--- src/hw/step_cfg_regs.svh ---
// Register map constants for the converter A step 14 and 15 configuration.
// Assumes inclusion by bare name from the design file and the testbench.
`ifndef STEP_CFG_REGS_SVH
`define STEP_CFG_REGS_SVH
`define STEP14_INDEX     8'h9E
`define STEP15_INDEX     8'h9F
`define STEP14_ADDR      12'h278
`define STEP15_ADDR      12'h27C
`define STEP14_RESET     16'h000E
`define STEP15_RESET     16'h000F
`define CFG_WRITE_MASK   16'hE01F
`define CFG_EN_BIT       15
`define CFG_GAIN_HI      14
`define CFG_GAIN_LO      13
`define CFG_NEG_BIT      4
`define CFG_POS_HI       3
`define CFG_POS_LO       0
`define POS_INTERNAL_BIT 3
`define SRC_ENABLE_ADDR  10'h280
`define SRC_ENABLE_RESET 8'h00
`endif

--- src/hw/step_cfg_pkg.sv ---
// Types shared by the step configuration block.
// Assumes the constants header is on the include path.
`default_nettype none
package step_cfg_pkg;
   typedef logic [15:0] cfg_word_t;
   typedef logic [2:0]  gain_t;
endpackage
`default_nettype wire

--- src/hw/step_cfg_bank.sv ---
// APB register bank for converter A sequence steps 14 and 15.
// Assumes an APB master on clk_i; sequencer polls step14 outputs.
//
// How it works
// Step 14 joins the sequence only while its bit 15 is set.
// Gain bits 14:13: 00 gives 1, 01 gives 2, 10 and 11 give 4.
// Bits 12:5 are reserved, ignore writes and read as zero.
// Bit 4 picks the negative input: 0 analog ground, 1 input seven.
// Positive codes 0000 to 0111 route external inputs zero to seven.
// Codes 1000 to 1111 pick internal sources; negative select is ignored.
// Step 14 register at index 9E, reset value 000E.
// Step 15 register at index 9F, reset value 000F.
// A disabled step is skipped without conversion.
//
// The implementer's own choice: register access over APB.
`timescale 1ns/1ns
`default_nettype none
`include "step_cfg_regs.svh"
module step_cfg_bank (
   input  wire logic              clk_i,
   input  wire logic              resetn_i,
   input  wire logic              psel_i,
   input  wire logic              penable_i,
   input  wire logic              pwrite_i,
   input  wire logic [11:0]       paddr_i,
   input  wire logic [31:0]       pwdata_i,
   output logic                   pready_o,
   output logic [31:0]            prdata_o,
   output logic                   pslverr_o,
   output logic                   step_fourteen_enable_o,
   output step_cfg_pkg::gain_t    step_fourteen_gain_o,
   output logic                   step_fourteen_neg_input_sel_o,
   output logic [3:0]             step_fourteen_pos_input_sel_o,
   output logic                   step_fourteen_internal_o,
   output logic                   step_fourteen_convert_o
);
   import step_cfg_pkg::*;

   typedef struct packed {
      cfg_word_t   step14;
      cfg_word_t   step15;
      logic        ready;
      logic        slverr;
      logic [31:0] rdata;
      logic        en;
      gain_t       gain;
      logic        neg;
      logic [3:0]  pos;
      logic        internal;
      logic        convert;
   } state_t;

   state_t    st;
   state_t    next_st;
   cfg_word_t view_src;
   logic      access;
   logic      complete;
   logic      hit14;
   logic      hit15;

   // Reads are answered from the access phase; a write commits only at the
   // edge where the master sees pready, so a stalled master never writes.
   assign access   = psel_i && penable_i && !st.ready;
   assign complete = psel_i && penable_i && st.ready;
   // Full byte-address match, so a misaligned address is refused as well.
   assign hit14    = (paddr_i == `STEP14_ADDR);
   assign hit15    = (paddr_i == `STEP15_ADDR);

   // Single next-state process: bus answer after one wait, then decode.
   always_comb begin
      next_st = st;
      next_st.ready  = access;
      next_st.slverr = 1'b0;
      next_st.rdata  = 32'h0000_0000;
      if (access) begin
         if (hit14) begin
            next_st.rdata = {16'h0000, st.step14 & `CFG_WRITE_MASK};
         end else if (hit15) begin
            next_st.rdata = {16'h0000, st.step15 & `CFG_WRITE_MASK};
         end else begin
            // Unmapped words answer with an error and read zero.
            next_st.slverr = 1'b1;
         end
      end
      if (complete && pwrite_i) begin
         if (hit14) begin
            // Reserved bits are masked so they can never hold a one.
            next_st.step14 = pwdata_i[15:0] & `CFG_WRITE_MASK;
         end else if (hit15) begin
            next_st.step15 = pwdata_i[15:0] & `CFG_WRITE_MASK;
         end
      end
      // The decoded view lags the word by a clock, except out of reset,
      // where it is taken from the reset word so no stale view escapes.
      view_src = st.step14;
      if (!resetn_i) begin
         next_st        = '0;
         next_st.step14 = `STEP14_RESET;
         next_st.step15 = `STEP15_RESET;
         view_src       = `STEP14_RESET;
      end
      // Decoded step 14 view for the sequencer.
      next_st.en = view_src[`CFG_EN_BIT];
      unique case (view_src[`CFG_GAIN_HI:`CFG_GAIN_LO])
         2'h0:    next_st.gain = 3'h1;
         2'h1:    next_st.gain = 3'h2;
         default: next_st.gain = 3'h4;
      endcase
      next_st.pos      = view_src[`CFG_POS_HI:`CFG_POS_LO];
      next_st.internal = view_src[`POS_INTERNAL_BIT];
      // Internal sources pick their own return path, so force zero here.
      next_st.neg = view_src[`CFG_NEG_BIT] &
                    !view_src[`POS_INTERNAL_BIT];
      // A disabled step asks for no conversion and is passed over.
      next_st.convert = view_src[`CFG_EN_BIT];
   end

   // State register; the synchronous reset is folded into next_st above.
   always_ff @(posedge clk_i) begin
      st <= next_st;
   end

   assign pready_o  = st.ready;
   assign prdata_o  = st.rdata;
   assign pslverr_o = st.slverr;
   assign step_fourteen_enable_o        = st.en;
   assign step_fourteen_gain_o          = st.gain;
   assign step_fourteen_neg_input_sel_o = st.neg;
   assign step_fourteen_pos_input_sel_o = st.pos;
   assign step_fourteen_internal_o      = st.internal;
   assign step_fourteen_convert_o       = st.convert;
endmodule
`default_nettype wire

--- config.mk ---
export PLATFORM = sky130hd
export DESIGN_NAME = step_cfg_bank
export DESIGN_NICKNAME = d
export VERILOG_FILES = /design/src/hw/step_cfg_pkg.sv /design/src/hw/step_cfg_bank.sv
export VERILOG_INCLUDE_DIRS = /design/src /design/src/hw
export SDC_FILE = /design/constraint.sdc
export NUM_CORES = 1
export LEC_CHECK = 0
export BUFFER_PORTS_ARGS = -buffer_cell sky130_fd_sc_hd__buf_2
export CORE_AREA = 4 4 61 75
export DETAILED_ROUTE_END_ITERATION = 7
export DIE_AREA = 0 0 65 79
export GPL_TIMING_DRIVEN = 0
export PLACE_DENSITY_LB_ADDON = 0.15
export SYNTH_ARGS = -nofsm -noshare
export SYNTH_HDL_FRONTEND = slang
export SYNTH_SLANG_ARGS = --single-unit
--- constraint.sdc ---
create_clock -name clk_i -period 1.6 [get_ports clk_i]
set_input_delay 0.08 -clock clk_i [delete_from_list [all_inputs] [get_ports clk_i]]
set_output_delay 0.08 -clock clk_i [all_outputs]
set_load 0.05 [all_outputs]
==> flow_metrics.py <==
metrics = {
    "sta": {
        "rsz0062_at_grt": "false",
        "slew_violations": 0,
        "max_freq_mhz": 658,
        "tns_ps": 0,
        "hold_viol_final": 0,
        "finalSetupViolations": 0,
        "finalCriticalPeriod_ps": 1520,
        "period_share_pct": 95.0,
        "worst_clock_skew_ps": 1.70,
    },
    "floorplan": {
        "fp.dieArea_um2": 5140,
        "die_h_um": 79,
        "rows": 25,
        "die_width_um": 65,
        "core_area_um2": 3850,
        "ios": 94,
        "start_util_pct": 42.0,
    },
    "clocking": {
        "tritoncts": "built",
        "ctsResizeCount": 0,
        "htree_levels": 2,
        "cts_hold_buf": 0,
        "insertion_delay_ps": 280,
        "cts-root-buf": "clkbuf_8",
        "cts.clk_slew.worst_paths_ps": 60,
        "numCtsBuffers": 5,
        "clkSinkCount": 35,
        "clock_path_buffers": 2,
    },
    "cells_and_area": {
        "post-route-util_pct": 55.6,
        "num_antenna_cells": 0,
        "fillers": 392,
        "layoutNonFillerInstCount": 302,
        "nets": 296,
        "area_delta_synth_final_pct": 32.2,
        "final_cell_area_um2": 2140,
        "drive_above_1_share_pct": 40.3,
    },
    "pwr": {
        "p_clk_share_pct": 37.6,
        "p_per_area_nw_per_um2": 843,
        "ir_drop_mv": 0.431,
        "pwr-share-comb_pct": 13.9,
        "netSwitchingFraction_pct": 25.7,
        "p_leak_uw": 0.00108,
        "p_sw_uw": 463,
        "finalPower_uw": 1800,
        "internal_power_uw": 1340,
        "pwr-share-seq_pct": 48.4,
    },
    "placed_design": {
        "numPlacedInstances": 290,
        "gp_congestion": 0.638,
        "dpl.hpwl_um": 2240,
        "io_buffers": 44,
        "placed_area_um2": 2000,
    },
    "synth": {
        "postSynthCellCount": 169,
        "synth_cell_type_count": 23,
        "syn_area_um2": 1620,
        "syn_avg_cell_area_um2": 9.57,
        "ys_warn_count": 0,
        "synth-seq-cells": 35,
        "synth-seq-area-share_pct": 43.3,
    },
    "detailed_routing": {
        "route.detailed.drc": 0,
        "drtIter0Drc": 21,
        "routed_wl_um": 2900,
        "routedWlPerCell_um": 9.62,
        "dr_total_vias": 1198,
        "vias_per_cell": 3.97,
        "postRouteAntennaNets": 0,
        "drt-pass1-iter-count": 4,
    },
    "flow_run": {
        "maxCapViolations": 0,
    },
    "critical_path": {
        "path_buf_inv": 1,
        "critPathRequiredTime_ps": 1780,
        "r2r_slack_ps": 80,
        "max_stage_delay_ps": 430,
        "critPathKind": "reg -> reg",
        "arrival_ps": 1700,
        "crit_chain": "and4b_1 -> or4b_1 -> buf_2 -> o32ai_1",
        "critical-path-top-delay-family": "simple AND/OR/NAND/NOR gates",
        "worstPathMaxFanout": 8,
        "cp_slowest_cell": "or4b_1",
        "setup.worst_path.start_class": "flip-flop",
        "crit_path_end_kind": "flip-flop",
    },
    "global_route": {
        "grt_overflow": 0,
        "antenna_found_initial": 0,
        "grt_pass1_vias": 1132,
        "grt_first_pass_wirelength_um": 4890,
        "grt_util_all_layers_pct": 12.2,
        "grt_max_degree": 11,
    },
    "run_status": {
        "status": "finished clean",
    },
    "hold_path": {
        "hp-class": "in -> reg",
    },
}
-- worst paths after layout --
kind / start / cells past startpoint / to
min: pwdata_i[0] / 3 / st[61]
max: pready_o / 4 / prdata_o[0]
max reg2reg: pready_o / 4 / prdata_o[0]
min reg2reg: st[62] / 2 / step_fourteen_pos_input_sel_o[1]
-- power groups by stage --
stage | Combinational, µW | Sequential, µW | Clock, µW
global placement | 249 | 893 | 0
floorplan | 200 | 900 | 0
detailed placement | 250 | 893 | 0
global route | 270 | 872 | 742
finish | 251 | 873 | 679
CTS | 250 | 873 | 704
-- registers in the layout, summed over array words and instances, names as in the netlist --
signal,count
step_fourteen_convert_o,1
step_fourteen_internal_o,1
step_fourteen_pos_input_sel_o,3
step_fourteen_neg_input_sel_o,1
prdata_o,8
st,16
pslverr_o,1
pready_o,1
step_fourteen_gain_o,3
-- through the flow --
step | setup WS [ps] | hold WS, ps
final | 79.2 | 57.0
after floorplan | 54.6 | 222
after detailed placement | -207 | 351
after global placement | -173 | 344
after global routing | 0.0306 | 65.1
after CTS | 7.26 | 46.8
-- cells in the mapped netlist --
| master | count | area, µm² |
|---|---|---|
| buf_4 | 40 | 300 |
| dfxtp_1 | 35 | 701 |
| inv_1 | 23 | 86.3 |
| mux2i_1 | 16 | 160 |
| nand2_1 | 14 | 52.6 |
| nor2b_1 | 11 | 68.8 |
| o32ai_1 | 8 | 70.1 |
| clkbuf_1 | 3 | 11.3 |
| nand4b_1 | 3 | 26.3 |
| nor2_1 | 2 | 7.51 |
| nor4_4 | 2 | 42.5 |
| a21boi_0 | 1 | 7.51 |
| and3_1 | 1 | 6.26 |
| and3b_1 | 1 | 8.76 |
| and4b_1 | 1 | 10.0 |
| buf_2 | 1 | 5.00 |
| conb_1 | 1 | 3.75 |
| nand4_1 | 1 | 6.26 |
| nand4bb_1 | 1 | 11.3 |
| nor4_1 | 1 | 6.26 |
| o21ai_0 | 1 | 5.00 |
| or4_4 | 1 | 11.3 |
| or4b_1 | 1 | 10.0 |
-- kinds of logic after synthesis --
kind of cell / synth area share (%)
compound gates: 5.10
simple gates: 16.6
mux: 9.90
flops: 43.3
other cells: 0.232
buf+inv: 24.9
-- worst min-delay path, delay by kind of cell --
| kind | cells | cell delay, ps |
|---|---|---|
| buffers and inverters | 1 | 110 |
| muxes | 1 | 50 |
| and+or+nand+nor | 1 | 50 |
-- area by class of cell --
cell class / count / area [µm²] / area share (%)
plain buffers: 44 / 317 / 14.8
inverters: 23 / 86.3 / 4.04
repair buffers: 48 / 263 / 12.3
well taps: 54 / 67.6 / 3.16
clock buffers: 8 / 100 / 4.68
multi-input cells: 90 / 601 / 28.1
flip-flops and latches: 35 / 704 / 32.9
-- routing by layer --
metal / global-route usage, % / vias up / routed length, µm
met5: 0 / - / 0
met3: 4.10 / 6 / 251
li1: - / 641 / -
met4: 5.29 / 0 / 62
met1: 14.4 / 501 / 1190
met2: 20.1 / 50 / 1400
-- timing repair --
item	CTS	global route
endpoints found under the setup margin	8	20
pin swaps	1	3
buffers inserted	0	4
hold endpoints to repair	0	0
-- cell usage in the layout (no fill, tap or decap) --
cell type / Yosys / layout
dfxtp_4: 0 / 1
nor2_1: 2 / 2
mux2i_1: 16 / 16
nand4b_1: 3 / 3
nor4_1: 1 / 1
conb_1: 1 / 24
buf_4: 40 / 43
nand2_1: 14 / 14
nor4_4: 2 / 2
and3b_1: 1 / 1
o32ai_1: 8 / 8
or4_4: 1 / 1
nor2b_1: 11 / 11
and3_1: 1 / 1
o21ai_0: 1 / 1
clkbuf_8: 0 / 7
or4b_1: 1 / 1
inv_1: 23 / 23
a21boi_0: 1 / 1
buf_2: 1 / 45
and4b_1: 1 / 1
nand4bb_1: 1 / 1
nand4_1: 1 / 1
clkbuf_1: 3 / 4
dfxtp_1: 35 / 34
buf_12: 0 / 1
(Power assumes the default switching activity.)
